## src/fdd_pkg.sv

```systemverilog
/*
  Package for the four-digit display write port: code values, segment patterns,
  backplane timing. Assumes a 50 MHz core clock.
*/
package fdd_pkg;

  // ==========================================================================
  // Sizes
  localparam int unsigned CODE_W = 4;
  localparam int unsigned SEL_W = 2;
  localparam int unsigned SEG_W = 7;
  localparam int unsigned NUM_DIGITS = 4;

  // ==========================================================================
  // Special codes
  localparam logic [3:0] CODE_DASH = 4'hA;
  localparam logic [3:0] CODE_E = 4'hB;
  localparam logic [3:0] CODE_L = 4'hC;
  localparam logic [3:0] CODE_P = 4'hD;
  localparam logic [3:0] CODE_H = 4'hE;
  localparam logic [3:0] CODE_BLANK = 4'hF;
  localparam logic [3:0] CODE_RESET = CODE_BLANK;

  // ==========================================================================
  // Segment patterns, bit 6 = a ... bit 0 = g
  localparam logic [6:0] SEG_0 = 7'h7E;
  localparam logic [6:0] SEG_1 = 7'h30;
  localparam logic [6:0] SEG_2 = 7'h6D;
  localparam logic [6:0] SEG_3 = 7'h79;
  localparam logic [6:0] SEG_4 = 7'h33;
  localparam logic [6:0] SEG_5 = 7'h5B;
  localparam logic [6:0] SEG_6 = 7'h5F;
  localparam logic [6:0] SEG_7 = 7'h70;
  localparam logic [6:0] SEG_8 = 7'h7F;
  localparam logic [6:0] SEG_9 = 7'h73;
  localparam logic [6:0] SEG_DASH = 7'h01;
  localparam logic [6:0] SEG_E = 7'h4F;
  localparam logic [6:0] SEG_L = 7'h0E;
  localparam logic [6:0] SEG_P = 7'h67;
  localparam logic [6:0] SEG_H = 7'h37;
  localparam logic [6:0] SEG_OFF = 7'h00;

  // ==========================================================================
  // Backplane timing
  localparam int unsigned CLK_HZ = 50_000_000;
  localparam int unsigned BP_HALF_US = 10_000;
  localparam int unsigned BP_HALF_CYC = BP_HALF_US * (CLK_HZ / 1_000_000);
  localparam int unsigned BP_CNT_W = 20;

endpackage : fdd_pkg

```

## src/fdd_write_port.sv

```systemverilog
/*
  Four-digit seven-segment driver with a write-only host port and an LCD
  backplane that can run free or follow a master driver's backplane.
  Assumes host pins are asynchronous to core_clk_in and are synchronised here;
  the host holds data and selects stable around the chip-select window.
*/
`timescale 1ns/100ps

// Notes on behaviour
// RL1 - The 4-bit code arrives on four data pins, lowest pin least significant.
// RL2 - Codes zero to nine show the matching decimal numeral.
// RL3 - Codes ten to fourteen show dash, E, L, P and H in that order.
// RL4 - Code fifteen turns every segment of that digit off.
// RL5 - The two digit-select pins choose which of the four digit latches is written.
// RL6 - The two active-low chip selects are interchangeable and data is taken only while both are low.
// RL7 - The host drives the low digit select from address bit zero and the high one from address bit one.
// RL8 - The host drives one chip select from its write strobe and the other from an address decoder.
// RL9 - The host updates a digit with one write to one of four consecutive locations.
// RL10 - Segment drive follows the backplane phase so no steady DC appears across the glass.
// RL11 - The backplane can be slaved to another driver's backplane to keep drivers in phase.
// RL12 - Each digit latch holds its code and its pattern is driven until rewritten.
// RL13 - Seven segment outputs a to g exist for each of four digits, digit one least significant.
module fdd_write_port (
  input wire logic core_clk_in,
  input wire logic rst_in,
  input wire logic code_in_lsb,
  input wire logic code_in_b1,
  input wire logic code_in_b2,
  input wire logic code_in_msb,
  input wire logic digit_sel_low,
  input wire logic digit_sel_high,
  input wire logic chip_sel_n_a,
  input wire logic chip_sel_n_b,
  input wire logic bp_slave_in,
  input wire logic bp_ext_in,
  output logic bp_out,
  output logic [6:0] seg_d1_out,
  output logic [6:0] seg_d2_out,
  output logic [6:0] seg_d3_out,
  output logic [6:0] seg_d4_out
);

  // ==========================================================================
  // Input synchronisers
  localparam int unsigned SYNC_W = 10;
  // Chip selects idle high, backplane pins low: no false write or backplane edge after reset
  localparam logic [SYNC_W-1:0] SYNC_RST = 10'h0C0;
  logic [SYNC_W-1:0] meta_ff;
  logic [SYNC_W-1:0] sync_ff;
  logic [SYNC_W-1:0] raw_pins;
  assign raw_pins = {bp_ext_in, bp_slave_in, chip_sel_n_b, chip_sel_n_a, digit_sel_high,
                     digit_sel_low, code_in_msb, code_in_b2, code_in_b1, code_in_lsb};

  always_ff @(posedge core_clk_in or posedge rst_in)
  begin
    if (rst_in)
    begin
      meta_ff <= SYNC_RST;
      sync_ff <= SYNC_RST;
    end
    else
    begin
      meta_ff <= raw_pins;
      sync_ff <= meta_ff;
    end
  end

  wire logic [3:0] code_s = sync_ff[3:0]; // RL1
  wire logic [1:0] sel_s = sync_ff[5:4]; // RL5
  wire logic sel_active = ~sync_ff[6] & ~sync_ff[7]; // RL6
  wire logic slave_s = sync_ff[8];
  wire logic ext_bp_s = sync_ff[9];

  // ==========================================================================
  // Digit latches
  logic [3:0] code_ff [fdd_pkg::NUM_DIGITS];
  logic [3:0] wr_dec;
  assign wr_dec = sel_active ? (4'h1 << sel_s) : 4'h0; // RL5

  genvar gi;
  generate
    for (gi = 0; gi < fdd_pkg::NUM_DIGITS; gi++)
    begin : g_dig
      always_ff @(posedge core_clk_in or posedge rst_in)
      begin
        if (rst_in)
          code_ff[gi] <= fdd_pkg::CODE_RESET;
        else if (wr_dec[gi])
          code_ff[gi] <= code_s; // RL12
      end
    end
  endgenerate

  // ==========================================================================
  // Decoder
  function automatic logic [6:0] fdd_decode(input logic [3:0] c);
    logic [6:0] s;
    s = fdd_pkg::SEG_OFF;
    unique case (c)
      4'h0: s = fdd_pkg::SEG_0; // RL2
      4'h1: s = fdd_pkg::SEG_1;
      4'h2: s = fdd_pkg::SEG_2;
      4'h3: s = fdd_pkg::SEG_3;
      4'h4: s = fdd_pkg::SEG_4;
      4'h5: s = fdd_pkg::SEG_5;
      4'h6: s = fdd_pkg::SEG_6;
      4'h7: s = fdd_pkg::SEG_7;
      4'h8: s = fdd_pkg::SEG_8;
      4'h9: s = fdd_pkg::SEG_9;
      fdd_pkg::CODE_DASH: s = fdd_pkg::SEG_DASH; // RL3
      fdd_pkg::CODE_E: s = fdd_pkg::SEG_E;
      fdd_pkg::CODE_L: s = fdd_pkg::SEG_L;
      fdd_pkg::CODE_P: s = fdd_pkg::SEG_P;
      fdd_pkg::CODE_H: s = fdd_pkg::SEG_H;
      fdd_pkg::CODE_BLANK: s = fdd_pkg::SEG_OFF; // RL4
    endcase
    return s;
  endfunction : fdd_decode

  // ==========================================================================
  // Backplane: free-running divider, or follow master when slaved
  logic [fdd_pkg::BP_CNT_W-1:0] bp_cnt_ff;
  logic bp_int_ff;
  wire logic bp_wrap = (bp_cnt_ff == fdd_pkg::BP_CNT_W'(fdd_pkg::BP_HALF_CYC - 1));
  wire logic bp_phase = slave_s ? ext_bp_s : bp_int_ff; // RL11

  always_ff @(posedge core_clk_in or posedge rst_in)
  begin
    if (rst_in)
    begin
      bp_cnt_ff <= '0;
      bp_int_ff <= 1'b0;
    end
    else
    begin
      bp_cnt_ff <= bp_wrap ? '0 : bp_cnt_ff + 1'b1;
      bp_int_ff <= bp_wrap ? ~bp_int_ff : bp_int_ff;
    end
  end

  // ==========================================================================
  // Outputs: lit segment is driven opposite to backplane, off segment in phase
  logic [6:0] seg_ff [fdd_pkg::NUM_DIGITS];
  logic bp_ff;
  generate
    for (gi = 0; gi < fdd_pkg::NUM_DIGITS; gi++)
    begin : g_out
      wire logic [6:0] lit_pat = fdd_decode(code_ff[gi]);
      always_ff @(posedge core_clk_in or posedge rst_in)
      begin
        if (rst_in)
          seg_ff[gi] <= fdd_pkg::SEG_OFF;
        else
          seg_ff[gi] <= lit_pat ^ {fdd_pkg::SEG_W{bp_phase}}; // RL10
      end
    end
  endgenerate

  always_ff @(posedge core_clk_in or posedge rst_in)
  begin
    if (rst_in)
      bp_ff <= 1'b0;
    else
      bp_ff <= bp_phase; // RL10
  end

  assign bp_out = bp_ff;
  assign seg_d1_out = seg_ff[0]; // RL13
  assign seg_d2_out = seg_ff[1];
  assign seg_d3_out = seg_ff[2];
  assign seg_d4_out = seg_ff[3];

  // ==========================================================================
  // Assertions
  a_seg_follows_bp: assert property (@(posedge core_clk_in) disable iff (rst_in) // RL10
    1'b1 |=> (seg_d1_out ^ {7{bp_out}}) == fdd_decode(code_ff[0]) || $changed(code_ff[0]))
    else $error("segment drive out of phase with backplane");
  a_write_latches: assert property (@(posedge core_clk_in) disable iff (rst_in) // RL5
    sel_active && sel_s == 2'h2 |=> code_ff[2] == $past(code_s))
    else $error("selected latch not written");
  a_no_write_idle: assert property (@(posedge core_clk_in) disable iff (rst_in) // RL6
    !sel_active |=> $stable(code_ff[0]) && $stable(code_ff[1]) && $stable(code_ff[2]) && $stable(code_ff[3]))
    else $error("latch changed without both chip selects");
  a_other_hold: assert property (@(posedge core_clk_in) disable iff (rst_in) // RL12
    sel_active && sel_s == 2'h0 |=> $stable(code_ff[3]))
    else $error("unselected latch changed");
  a_blank_off: assert property (@(posedge core_clk_in) disable iff (rst_in) // RL4
    code_ff[3] == fdd_pkg::CODE_BLANK ##1 code_ff[3] == fdd_pkg::CODE_BLANK |-> seg_d4_out == {7{bp_out}})
    else $error("blank digit shows lit segment");
  a_digit_eight: assert property (@(posedge core_clk_in) disable iff (rst_in) // RL2
    code_ff[1] == 4'h8 ##1 code_ff[1] == 4'h8 |-> (seg_d2_out ^ {7{bp_out}}) == fdd_pkg::SEG_8)
    else $error("code eight not decoded");
  a_special_h: assert property (@(posedge core_clk_in) disable iff (rst_in) // RL3
    code_ff[0] == fdd_pkg::CODE_H ##1 code_ff[0] == fdd_pkg::CODE_H |-> (seg_d1_out ^ {7{bp_out}}) == fdd_pkg::SEG_H)
    else $error("code fourteen not decoded as H");
  a_slave_bp: assert property (@(posedge core_clk_in) disable iff (rst_in) // RL11
    slave_s |=> bp_out == $past(ext_bp_s))
    else $error("slaved backplane not following master");
  a_code_order: assert property (@(posedge core_clk_in) disable iff (rst_in) // RL1
    sel_active && sel_s == 2'h1 |=> code_ff[1][0] == $past(sync_ff[0]))
    else $error("data bit order wrong");
  a_seg_d4_phase: assert property (@(posedge core_clk_in) disable iff (rst_in) // RL10
    1'b1 |=> (seg_d4_out ^ {7{bp_out}}) == fdd_decode(code_ff[3]) || $changed(code_ff[3]))
    else $error("digit four drive out of phase with backplane");
  a_free_bp: assert property (@(posedge core_clk_in) disable iff (rst_in) // RL11
    !slave_s |=> bp_out == $past(bp_int_ff))
    else $error("free-running backplane not selected");
  a_special_dash: assert property (@(posedge core_clk_in) disable iff (rst_in) // RL3
    code_ff[2] == fdd_pkg::CODE_DASH ##1 code_ff[2] == fdd_pkg::CODE_DASH |->
    (seg_d3_out ^ {7{bp_out}}) == fdd_pkg::SEG_DASH)
    else $error("code ten not decoded as dash");
  a_sel_d4_hold: assert property (@(posedge core_clk_in) disable iff (rst_in) // RL5
    sel_active && sel_s == 2'h3 |=> $stable(code_ff[0]))
    else $error("digit one changed on write to digit four");
  a_digit_zero: assert property (@(posedge core_clk_in) disable iff (rst_in) // RL2
    code_ff[0] == 4'h0 ##1 code_ff[0] == 4'h0 |-> (seg_d1_out ^ {7{bp_out}}) == fdd_pkg::SEG_0)
    else $error("code zero not decoded");

  c_write_d4: cover property (@(posedge core_clk_in) sel_active && sel_s == 2'h3);
  c_blank: cover property (@(posedge core_clk_in) code_ff[0] == fdd_pkg::CODE_BLANK && !rst_in);
  c_slave: cover property (@(posedge core_clk_in) slave_s && $changed(ext_bp_s));
  c_refused: cover property (@(posedge core_clk_in) !rst_in && (sync_ff[6] ^ sync_ff[7]));
  c_dash: cover property (@(posedge core_clk_in) code_ff[2] == fdd_pkg::CODE_DASH && !rst_in);

endmodule : fdd_write_port

```

## config.mk

```make
export PLATFORM = sky130hd
export DESIGN_NAME = fdd_write_port
export DESIGN_NICKNAME = d
export VERILOG_FILES = /design/src/fdd_pkg.sv /design/src/fdd_write_port.sv
export SDC_FILE = /design/constraint.sdc
export NUM_CORES = 1
export LEC_CHECK = 0
export ABC_AREA = 1
export BUFFER_PORTS_ARGS = -buffer_cell sky130_fd_sc_hd__clkbuf_2
export CAP_MARGIN = 20
export CORE_MARGIN = 10
export CORE_UTILIZATION = 33
export CTS_CLUSTER_DIAMETER = 100
export DETAILED_ROUTE_END_ITERATION = 6
export PLACE_DENSITY_LB_ADDON = 0.2
export SLEW_MARGIN = 10
export SYNTH_ARGS = -nofsm -noshare
export SYNTH_HDL_FRONTEND = slang
export SYNTH_SLANG_ARGS = --single-unit
```

## constraint.sdc

```tcl
create_clock -name core_clk_in -period 7.2 [get_ports core_clk_in]
set_input_delay 1.44 -clock core_clk_in [delete_from_list [all_inputs] [get_ports core_clk_in]]
set_output_delay 1.44 -clock core_clk_in [all_outputs]
set_load 0.01 [all_outputs]
```

-- Yosys cells after proc, flatten, opt, wreduce, memory -nomap -nowiden
Memories as Yosys holds them, arrays and structs flattened.
Index checks and enable logic that the tools add are counted.
- add/subtract/negate cells: 1
- equal/unequal tests: 1
- shift-type cells: 1
- bitwise gates (word level): 8
- mux-type cells: 3
- operators by type and width (kind ; count):
    bitwise XOR 7 bit ; 4
    adder 20 x 1 -> 20 bit, second input constant ; 1
    equality test 20 x 19 -> 1 bit, second input constant ; 1
    2-to-1 mux 20 bit ; 1
    2-to-1 mux 4 bit ; 1
    << shifter 1 x 2 -> 4 bit, first input constant ; 1
    inverter 1 bit ; 3
    bitwise AND 1 bit ; 1
    2-to-1 mux 1 bit ; 1
- bits of input ports: 12
- logic and storage cells: 31
- memories: 4
- bits in read-only memories: 448
- output and inout port bits: 29
- register bits: 86
- memory list (memory ; depth ; bits a word ; read ports ; clocked after memory_dff ; wr ports ; line ; source):
    (name not given) ; 16 ; 7 ; 1 ; 0 ; 0 ; fdd_write_port.sv:99 ; unique case (c)
    (name not given) ; 16 ; 7 ; 1 ; 0 ; 0 ; fdd_write_port.sv:99 ;
    (name not given) ; 16 ; 7 ; 1 ; 0 ; 0 ; fdd_write_port.sv:99 ;
    (name not given) ; 16 ; 7 ; 1 ; 0 ; 0 ; fdd_write_port.sv:99 ;

-- Depth between registers and ports, before layout
Gate-level depths: netlist of the first run.
- word-level depth: 3
- depth in mapped cells: 8

-- Worst setup path before layout of the first run
No wires, ideal clock.
- path kind: flip-flop to output port
- start: reg bp_ff, in the netlist bp_out
- end: out bp_out
- required time: 5760 ps
- path buffers: 0
- arrival time: 376 ps
- path slack: 5384 ps
- stages on the path, launching flop included: 1
- cells stage by stage: dfrtp_1
- RTL lines (element ; line ; source):
    start: declaration ; fdd_write_port.sv:144 ; logic bp_ff;
    start signal: assignment ; fdd_write_port.sv:164 ; bp_ff <= bp_phase;
    end: declaration ; fdd_write_port.sv:36 ; output logic bp_out,
No word-level cell between the ends.

-- Worst setup path in the final report of the first run
- start: reg seg_ff, in the netlist seg_d4_out[0]
- end: out seg_d4_out[0]
- RTL lines (element ; line ; source):
    start: declaration ; fdd_write_port.sv:143 ; logic [6:0] seg_ff [fdd_pkg::NUM_DIGITS];
    start signal: indexed assignment ; fdd_write_port.sv:152 ; seg_ff[gi] <= fdd_pkg::SEG_OFF;
    start signal: indexed assignment ; fdd_write_port.sv:154 ; seg_ff[gi] <= lit_pat ^ {fdd_pkg::SEG_W{bp_phase}};
    end: declaration ; fdd_write_port.sv:40 ; output logic [6:0] seg_d4_out
No word-level cell between the ends.

==> run summary, run 1 <==
status -> complete, no violations
crit-path leading delay family -> flip-flops
Max VDD drop -> 0.1521 mV
CTS Buffer Depth -> 2
Power Density -> 298.0 nW/um2
setup_tns -> 0 ns
vias -> 3038
total gr overflow -> 0
CTS hold repair buffers -> 0
layout net count -> 558
Post-Syn Area -> 4289 um2
DP HPWL -> 5820 um
# port buffers -> 40
first-pass iteration count of the detailed router -> 4
count of final hold-check violations -> 0
hold path cells -> 0
Reg-to-Reg Start -> bp_int_ff
Crit Path Max Fanout -> 1
wire per inst -> 11.56 um
RD Place Congestion -> 0.8980
first-pass GRT wire length -> 14410 um
initial antenna violation count -> 0
Ports -> 41
largest net degree at the start of global routing -> 87
slowest stage delay, CP -> 0.37 ns
setup bufs post-CTS -> 0
sequential share of the synthesized area -> 50.76%
Synthesis Warnings -> 0
worst r2r path cells -> 3
CP Capture Type -> primary output
clock skew -> 0.007268 ns
worst min path class -> flop to flop
achievable frequency -> 438.9 MHz
RSZ-0062 raised after global routing -> false
gr usage total -> 9.785%
WP data required -> 5.76 ns
syn_nets -> 512
ANT cells -> 0
TritonCTS Sinks -> 86
worst-path cell chain -> clkbuf_2
Die Y -> 134.0 um
Clock Pin Slew Worst Setup and Hold Paths -> 0.06 ns
Lkg Pwr -> 2.458 nW
r2r setup slk -> 5.23 ns
P&R area growth vs syn -> 17.42%
number of global-route vias before repair -> 3044
Worst EP arrival -> 0.84 ns
cells after synthesis -> 474
dpl ws -> 4.664 ns
final setup vio count -> 0
setup ws final -> 4.922 ns
max cap viols -> 0
Clk Tree Root Cell -> clkbuf_16
worst hold margin -> 0.3442 ns
synth unique cells -> 26
DR iter-0 viols -> 229
Crit Path Category -> flop to primary output
final worst path period share -> 31.64%
Syn Area/Cell -> 9.049 um2
CTS H-tree depth -> 3
CTS tree -> done
final wirelength -> 8056 um
CTS Buf Count -> 9
post-cts resize count -> 0
Tot Pwr -> 1.501 mW
max-slew violation count -> 0
ratio of cells with drive above 1 in the final layout -> 18.86%
fin util -> 39.75%
standard-cell row count -> 41
HP Start -> meta_ff[9]
CP max-delay cell -> dfrtp_1
Hold Path Sink -> sync_ff[9]
pin slew with the least headroom to its limit -> 0.8457 ns
Clock Latency Late Sink -> 0.34 ns
antenna-violating nets left -> 0
die area -> 17960 um2
Worst setup SP type -> flop
reg2reg end -> seg_d3_out[4]
min Tclk post-route -> 2.278 ns
Starting Density -> 33.85%
core area -> 12670 um2
WP buf/inv -> 1
slew margin rel. -> 43.62%
DRC viols -> 0
vias per cell -> 4.359
die width -> 134.0 um
register bit count reported by yosys -> 86
layout by cell type, fill, tap and decap left out, drive strengths merged:
cell type  count
a21oi          4
buf            2
bufinv         3
clkbuf        50
clkinv         3
clkinvlp       2
dfrtp         66
dfstp         20
ha            26
inv           51
nand2        125
nand3         33
nand3b         2
nand4          8
nor2          46
o211ai        10
o21ai         32
o21bai         3
xnor2          1
xor2          38
registers in the layout, indices dropped and copies added (netlist names):
signal and cells:
sync_ff 10, seg_d4_out 7, seg_d3_out 7, bp_int_ff 1, bp_cnt_ff 20, bp_out 1, meta_ff 10, seg_d1_out 7
code_ff 16, seg_d2_out 7
final cells by class:
type / count / area [um2]
fill: 1289 / 7635
sequential: 86 / 2177
multi-input combinational: 328 / 1868
timing repair buffer: 42 / 235.2
clock buffer: 10 / 229.0
tap: 172 / 215.2
inverter: 53 / 201.4
clock inverter: 6 / 110.1
cell usage after synthesis:
| master | count | area [um2] |
|---|---|---|
| nand2_2 | 4 | 25.02 |
| nand3_2 | 1 | 10.01 |
| nand3_1 | 32 | 160.2 |
| nand3b_1 | 2 | 15.01 |
| nor2_1 | 39 | 146.4 |
| clkinv_2 | 1 | 5.000 |
| xnor2_1 | 1 | 8.760 |
| o21ai_2 | 1 | 8.760 |
| dfstp_2 | 20 | 525.5 |
| o21bai_1 | 3 | 22.52 |
| clkbuf_2 | 1 | 5.000 |
| nand4_1 | 8 | 50.05 |
| buf_2 | 4 | 20.02 |
| ha_1 | 26 | 325.3 |
| nor2_4 | 3 | 33.78 |
| dfrtp_1 | 66 | 1652 |
| o211ai_1 | 10 | 75.07 |
| xor2_1 | 38 | 332.8 |
| nand2_1 | 121 | 454.2 |
| buf_6 | 1 | 11.26 |
| o21ai_0 | 31 | 155.2 |
| buf_4 | 1 | 7.510 |
| a21oi_1 | 4 | 20.02 |
| nor2_2 | 4 | 25.02 |
| inv_2 | 7 | 26.28 |
| inv_1 | 45 | 168.9 |
how the worst max path moves through the flow:
| stage | from | endpoint | slack [ns] | depth (start not counted) |
|---|---|---|---|---|
| global placement | rst_in | seg_d1_out[0] | 4.68 | 3 |
| CTS | seg_d4_out[0] | seg_d4_out[0] | 4.90 | 1 |
| detailed placement | rst_in | seg_d1_out[3] | 4.66 | 3 |
| finish | seg_d4_out[0] | seg_d4_out[0] | 4.92 | 1 |
| global route | seg_d1_out[6] | seg_d1_out[6] | 4.88 | 1 |
| floorplan | rst_in | bp_cnt_ff[0] | 3.57 | 1 |
logic make-up after synthesis:
family          share of synthesized area (%)
compound gates                          6.564
flops                                   50.76
xor+xnor                                7.964
fa+ha+maj                               7.585
buf+inv                                 5.688
simple gates                            21.44
metal layers:
metal / routed length (um) / global-route usage (%) / vias to the layer above
met5: 0 / 0 / -
met4: 133 / 3.628 / 0
met3: 457 / 3.996 / 8
met2: 3599 / 15.34 / 48
met1: 3866 / 11.80 / 1396
li1: - / - / 1586
stage by stage:
step / std cells / instance area (um2)
4_1_cts: 696 / 5009
5_1_grt: 697 / 5036
6_report: 697 / 5036
3_3_place_gp: 680 / 4669
3_5_place_dp: 680 / 4669
2_1_floorplan: 474 / 4289
power breakdown:
| part | switching (mW) | internal [mW] |
|---|---|---|
| logic | 0.210 | 0.137 |
| clock network | 0.183 | 0.338 |
| registers | 0.0469 | 0.585 |
| total | 0.441 | 1.06 |
Power figures use the tool's default switching activity.
==> run 2: changes to the inputs <==
==> constraint.sdc (replaced) <==
create_clock -name core_clk_in -period 1.98 [get_ports core_clk_in]
set_input_delay 0.396 -clock core_clk_in [delete_from_list [all_inputs] [get_ports core_clk_in]]
set_output_delay 0.396 -clock core_clk_in [all_outputs]
set_load 0.01 [all_outputs]
==> run 2 against run 1 <==
  * Clock skew is 0.00060 ns higher
  * Clock power grew to 3.1 times the previous value
  * Cell count stayed put
  * Register-to-register slack worse by 4.9 ns
  * Sequential share of layout area is 0.48 points higher
  * Wire length is 1.4% lower
  * Cell area is 1.1% lower
  * Via count is 0.86% higher
  * Combinational power grew to 3.6 times the previous value
  * Critical path depth is 6 higher
  * Setup slack worse by 4.6 ns
  * Sequential power grew to 3.6 times the previous value
==> run summary, run 2 (synthesis gave the netlist of run 1 again) <==
r2r setup slk -> 0.33 ns (was 5.23 ns)
layout net count -> 558 (unchanged)
hold path cells -> 1 (was 0)
max cap viols -> 0 (unchanged)
most used cells in the layout excluding fill and tap cells -> 121 x nand2_1, 66 x dfrtp_1, 44 x inv_1 (unchanged)
Ports -> 41 (unchanged)
die area -> 17960 um2 (unchanged)
Starting Density -> 33.85% (unchanged)
pin slew with the least headroom to its limit -> 0.4675 ns (was 0.8457 ns)
Clock Latency Late Sink -> 0.35 ns (was 0.34 ns)
number of global-route vias before repair -> 3001 (was 3044)
Max VDD drop -> 0.3192 mV (was 0.1521 mV)
die width -> 134.0 um (unchanged)
largest net degree at the start of global routing -> 87 (unchanged)
initial antenna violation count -> 0 (unchanged)
setup_tns -> 0 ns (unchanged)
worst-path cell chain -> inv_1 > ha_1 > nor2_1 > inv_1 > nand2_1 > o21ai_0 > xor2_1 (was clkbuf_2)
post-cts resize count -> 0 (unchanged)
DRC viols -> 0 (unchanged)
CTS H-tree depth -> 3 (unchanged)
Clk Tree Root Cell -> clkbuf_16 (unchanged)
min Tclk post-route -> 1.651 ns
final wirelength -> 7943 um (was 8056 um)
worst r2r path cells -> 7 (was 3)
vias per cell -> 4.396 (was 4.359)
setup ws final -> 0.3289 ns (was 4.922 ns)
setup bufs post-CTS -> 0 (unchanged)
Lkg Pwr -> 2.428 nW (was 2.458 nW)
core area -> 12670 um2 (unchanged)
# port buffers -> 40 (unchanged)
TritonCTS Sinks -> 86 (unchanged)
reg2reg end -> seg_d3_out[0] (was seg_d3_out[4])
dpl ws -> 0.3272 ns (was 4.664 ns)
Power Density -> 1039 nW/um2 (was 298.0 nW/um2)
Crit Path Category -> flop to flop (was flop to primary output)
status -> complete, no violations (unchanged)
count of final hold-check violations -> 0 (unchanged)
CTS Buffer Depth -> 2 (unchanged)
Die Y -> 134.0 um (unchanged)
ANT cells -> 0 (unchanged)
max reg flops -> 20 (unchanged)
most used cell, CP -> inv_1
RSZ-0062 raised after global routing -> false (unchanged)
RD Place Congestion -> 0.8542 (was 0.8980)
Crit Path Max Fanout -> 7 (was 1)
CTS tree -> done (unchanged)
largest registers -> bp_cnt_ff x20, code_ff x16 (unchanged)
standard-cell row count -> 41 (unchanged)
HP Start -> chip_sel_n_a (was meta_ff[9])
Reg-to-Reg Start -> code_ff[5] (was bp_int_ff)
Cell Area, Placed -> 4692 um2 (was 4669 um2)
vias -> 3064 (was 3038)
final worst path period share -> 83.39%
gr usage total -> 9.499% (was 9.785%)
Worst EP arrival -> 1.86 ns (was 0.84 ns)
slew margin rel. -> 68.79% (was 43.62%)
wire per inst -> 11.40 um (was 11.56 um)
DR iter-0 viols -> 254 (was 229)
Hold Path Sink -> meta_ff[6] (was sync_ff[9])
max-slew violation count -> 0 (unchanged)
slowest stage delay, CP -> 0.59 ns (was 0.37 ns)
clock skew -> 0.007866 ns (was 0.007268 ns)
first-pass GRT wire length -> 13990 um (was 14410 um)
worst min path class -> input pin to flop (was flop to flop)
final setup vio count -> 0 (unchanged)
Clock Pin Slew Worst Setup and Hold Paths -> 0.07 ns (was 0.06 ns)
P&R area growth vs syn -> 16.13% (was 17.42%)
first-pass iteration count of the detailed router -> 7 (was 4)
fin util -> 39.31% (was 39.75%)
DP HPWL -> 5889 um (was 5820 um)
most common library cell in the layout ignoring fill and taps -> nand2_1 (unchanged)
ratio of cells with drive above 1 in the final layout -> 19.05% (was 18.86%)
CP Capture Type -> flop (was primary output)
antenna-violating nets left -> 0 (unchanged)
CTS Buf Count -> 9 (unchanged)
CTS hold repair buffers -> 0 (unchanged)
total gr overflow -> 0 (unchanged)
fin area -> 4981 um2 (was 5036 um2)
Worst setup SP type -> flop (unchanged)
CP max-delay cell -> dfstp_2 (was dfrtp_1)
Top reg by flops -> bp_cnt_ff (unchanged)
achievable frequency -> 605.7 MHz
WP data required -> 2.19 ns (was 5.76 ns)
run 2: cell count changes in the layout (fill, tap and decap cells not counted):
cell,before,now
buf_16,1,0
clkinv_2,3,1
inv_8,0,2
clkinv_4,0,1
clkinvlp_4,2,3
buf_12,0,1
clkbuf_1,1,0
bufinv_16,3,0
inv_6,0,2
run 2: area by class of cell:
type / count / area, um2
clock buffer: 9 / 225.2
tap: 172 / 215.2
fill: 1285 / 7690
inverter: 53 / 203.9
sequential: 86 / 2177
multi-input combinational: 328 / 1868
timing repair buffer: 42 / 227.7
clock inverter: 7 / 63.81
run 2: worst max-delay path by stage:
stage	from	end	slack [ns]	cells past startpoint
2_1_floorplan	code_ff[4]	seg_d3_out[0]	0.46	7
3_3_place_gp	code_ff[4]	seg_d3_out[0]	0.37	7
3_5_place_dp	code_ff[5]	seg_d3_out[0]	0.33	7
4_1_cts	code_ff[5]	seg_d3_out[0]	0.31	7
5_1_grt	code_ff[5]	seg_d3_out[0]	0.14	7
6_report	code_ff[5]	seg_d3_out[0]	0.33	7
run 2: through the flow:
step                hold WS (ns)  total power, mW  cells
floorplan                 0.3312            3.175    474
global placement          0.3341            3.598    681
detailed placement        0.3355            3.624    681
CTS                       0.1035            5.293    697
global route              0.1078            5.566    697
finish                    0.1235            5.174    697
run 2: metal layers:
layer | GRT usage, % | routed length [um] | vias up
met5 | 0 | 0 | -
met4 | 4.172 | 157 | 0
met3 | 3.473 | 495 | 13
met2 | 14.34 | 3453 | 74
met1 | 11.90 | 3837 | 1382
li1 | - | - | 1595
run 2: critical path: cells and delay by family (launching register included):
| kind | cells | cell delay [ns] |
|---|---|---|
| flip-flops | 1 | 0.59 |
| adder cells (fa/ha/maj) | 1 | 0.32 |
| AND/OR/NAND/NOR | 2 | 0.19 |
| buffers and inverters | 2 | 0.18 |
| XOR/XNOR | 1 | 0.15 |
| AO/OA/AOI/OAI | 1 | 0.10 |
run 2: report_power, final:
part           switching [mW]  internal [mW]  leakage [nW]
clock                   0.740          0.878         0.136
combinational           0.762          0.500          1.28
sequential              0.171           2.12          1.01
total                    1.67           3.50          2.43
==> run 3: changes to the inputs <==
==> constraint.sdc (replaced) <==
create_clock -name core_clk_in -period 1.5 [get_ports core_clk_in]
set_input_delay 0.3 -clock core_clk_in [delete_from_list [all_inputs] [get_ports core_clk_in]]
set_output_delay 0.3 -clock core_clk_in [all_outputs]
set_load 0.01 [all_outputs]
==> run 3 against run 2 <==
  * Critical endpoint is now seg_d4_out[6]
  * Largest power group unchanged
  * Setup slack worse by 0.30 ns
  * Via count up 1.5%
  * Sequential cell count unchanged
  * Critical path type unchanged
  * Wire length grew 5.1%
==> run summary, run 3 (synthesis gave the netlist of run 1 again) <==
Gate power share -> 25.8% (was 24.4%)
wire per inst -> 11.72 um (was 11.40 um)
DR iter-0 viols -> 143 (was 254)
P&R area growth vs syn -> 20.95% (was 16.13%)
Clock Pin Slew Worst Setup and Hold Paths -> 0.06 ns (was 0.07 ns)
RD Place Congestion -> 0.8582 (was 0.8542)
Seq pwr share -> 41.6% (was 44.4%)
TritonCTS Sinks -> 86 (unchanged)
busiest grt layer -> met2 (unchanged)
DRC viols -> 0 (unchanged)
Psw -> 2.124 mW (was 1.672 mW)
Max VDD drop -> 0.6668 mV (was 0.3192 mV)
vias per cell -> 4.369 (was 4.396)
CTS Buf Count -> 9 (unchanged)
standard-cell row count -> 41 (unchanged)
CP max-delay cell -> dfstp_2 (unchanged)
WP buf/inv -> 2 (unchanged)
Starting Density -> 33.85% (unchanged)
initial antenna violation count -> 0 (unchanged)
max-slew violation count -> 0 (unchanged)
first-pass GRT wire length -> 14490 um (was 13990 um)
worst hold margin -> 0.04436 ns (was 0.1235 ns)
worst-path cell chain -> inv_1 > buf_4 > ha_1 > o211ai_1 > nand2_1 > xor2_1 (was inv_1 > ha_1 > nor2_1 > inv_1 > nand2_1 > o21ai_0 > xor2_1)
slew margin rel. -> 68.88% (was 68.79%)
vias -> 3111 (was 3064)
achievable frequency -> 681.4 MHz (was 605.7 MHz)
met3 Use GR -> 3.622% (was 3.473%)
worst min path class -> input pin to flop (unchanged)
fin util -> 40.94% (was 39.31%)
most used cells in the layout excluding fill and tap cells -> 121 x nand2_1, 66 x dfrtp_1, 40 x clkbuf_2 (was 121 x nand2_1, 66 x dfrtp_1, 44 x inv_1)
CTS Buffer Depth -> 2 (unchanged)
Cell Count Post-Placement -> 696 (was 681)
crit-path leading delay family -> flip-flops (unchanged)
Lkg Pwr -> 2.516 nW (was 2.428 nW)
die width -> 134.0 um (unchanged)
clock skew -> 0.007674 ns (was 0.007866 ns)
total gr overflow -> 0 (unchanged)
clock power share -> 32.6% (was 31.3%)
final wirelength -> 8345 um (was 7943 um)
Worst setup SP type -> flop (unchanged)
Final Non-Filler Cells -> 712 (was 697)
WP data required -> 1.69 ns (was 2.19 ns)
Power Density -> 1391 nW/um2 (was 1039 nW/um2)
status -> complete, no violations (unchanged)
Ports -> 41 (unchanged)
Clock Latency Late Sink -> 0.33 ns (was 0.35 ns)
max reg flops -> 20 (unchanged)
CP Capture Type -> flop (unchanged)
# port buffers -> 40 (unchanged)
DP HPWL -> 6240 um (was 5889 um)
CTS tree -> done (unchanged)
count of final hold-check violations -> 0 (unchanged)
pin slew with the least headroom to its limit -> 0.4661 ns (was 0.4675 ns)
first-pass iteration count of the detailed router -> 5 (was 7)
die area -> 17960 um2 (unchanged)
M2 GR Usage -> 15.42% (was 14.34%)
Die Y -> 134.0 um (unchanged)
CTS hold repair buffers -> 0 (unchanged)
Crit Path Category -> flop to flop (unchanged)
met1 usage -> 11.88% (was 11.90%)
max cap viols -> 0 (unchanged)
antenna-violating nets left -> 0 (unchanged)
ANT cells -> 0 (unchanged)
ratio of cells with drive above 1 in the final layout -> 23.52% (was 19.05%)
most common library cell in the layout ignoring fill and taps -> nand2_1 (unchanged)
core area -> 12670 um2 (unchanged)
Clk Tree Root Cell -> clkbuf_16 (unchanged)
largest net degree at the start of global routing -> 87 (unchanged)
Worst EP arrival -> 1.66 ns (was 1.86 ns)
final worst path period share -> 97.84% (was 83.39%)
largest registers -> bp_cnt_ff x20, code_ff x16 (unchanged)
min Tclk post-route -> 1.468 ns (was 1.651 ns)
Int Power -> 5.094 mW (was 3.502 mW)
CTS H-tree depth -> 3 (unchanged)
Tot Pwr -> 7.218 mW (was 5.174 mW)
RSZ-0062 raised after global routing -> true (was false)
Sw Share -> 29.43% (was 32.32%)
slowest stage delay, CP -> 0.53 ns (was 0.59 ns)
gr usage total -> 9.721% (was 9.499%)
number of global-route vias before repair -> 3124 (was 3001)
final setup vio count -> 0 (unchanged)
Top reg by flops -> bp_cnt_ff (unchanged)
Crit Path Max Fanout -> 4 (was 7)
layout net count -> 573 (was 558)
setup_tns -> 0 ns (unchanged)
-- run 3: changes by cell type in the layout (fill, tap and decap cells not counted), sizes merged --
cell      change
clkbuf        +4
buf          +15
bufinv        +2
clkinvlp      -2
inv           -4
-- run 3: timing repair --
item,4_1_cts,5_1_grt
pin swaps,0,2
endpoints found under the setup margin,2,26
endpoints found under the hold margin,0,0
setup buffers,0,0
gates resized for setup,3,17
gates cloned,0,0
-- run 3: final timing paths --
path                            cells past startpoint  slack, ns         start       endpoint
min in group asynchronous                           3       0.07        rst_in     meta_ff[9]
worst min-delay path                                1       0.04  chip_sel_n_a     meta_ff[6]
worst max-delay path                                6       0.03    code_ff[1]  seg_d4_out[6]
worst max register to register                      6       0.03    code_ff[1]  seg_d4_out[6]
max in group asynchronous                           3       1.06        rst_in    code_ff[14]
worst min register to register                      0       0.35    meta_ff[8]     sync_ff[8]
-- run 3: cell type report --
cell class / instances / area, um2
Timing Repair Buffer: 57 / 340.3
Multi-Input combinational cell: 328 / 1928
Inverter: 53 / 207.7
Tap cell: 172 / 215.2
Clock inverter: 3 / 68.82
Fill cell: 1268 / 7483
Clock buffer: 13 / 250.2
Sequential cell: 86 / 2177
-- run 3: power by group through the flow --
stage | Clock (mW) | Sequential [mW] | Combinational [mW]
2_1_floorplan | 0 | 3.17 | 1.03
3_3_place_gp | 0 | 3.03 | 1.82
3_5_place_dp | 0 | 3.04 | 1.83
4_1_cts | 2.43 | 3.00 | 1.87
5_1_grt | 2.53 | 3.07 | 2.14
6_report | 2.35 | 3.00 | 1.87
-- run 3: metrics by stage --
stage | cell area, um2 | worst slack (ns)
after floorplan | 4305 | 0.05741
after global placement | 4817 | 0.03730
after detailed placement | 4817 | -0.003828
after CTS | 5161 | 0.009373
after global routing | 5187 | -0.03625
final | 5187 | 0.03244
-- run 3: per-layer routing --
metal  wire, um  share of wire (%)  vias up
li1           -                  -     1616
met1       3950                 47     1427
met5          0                  0        -
met3        476                5.7        8
met4         82               0.98        0
met2       3835                 46       60
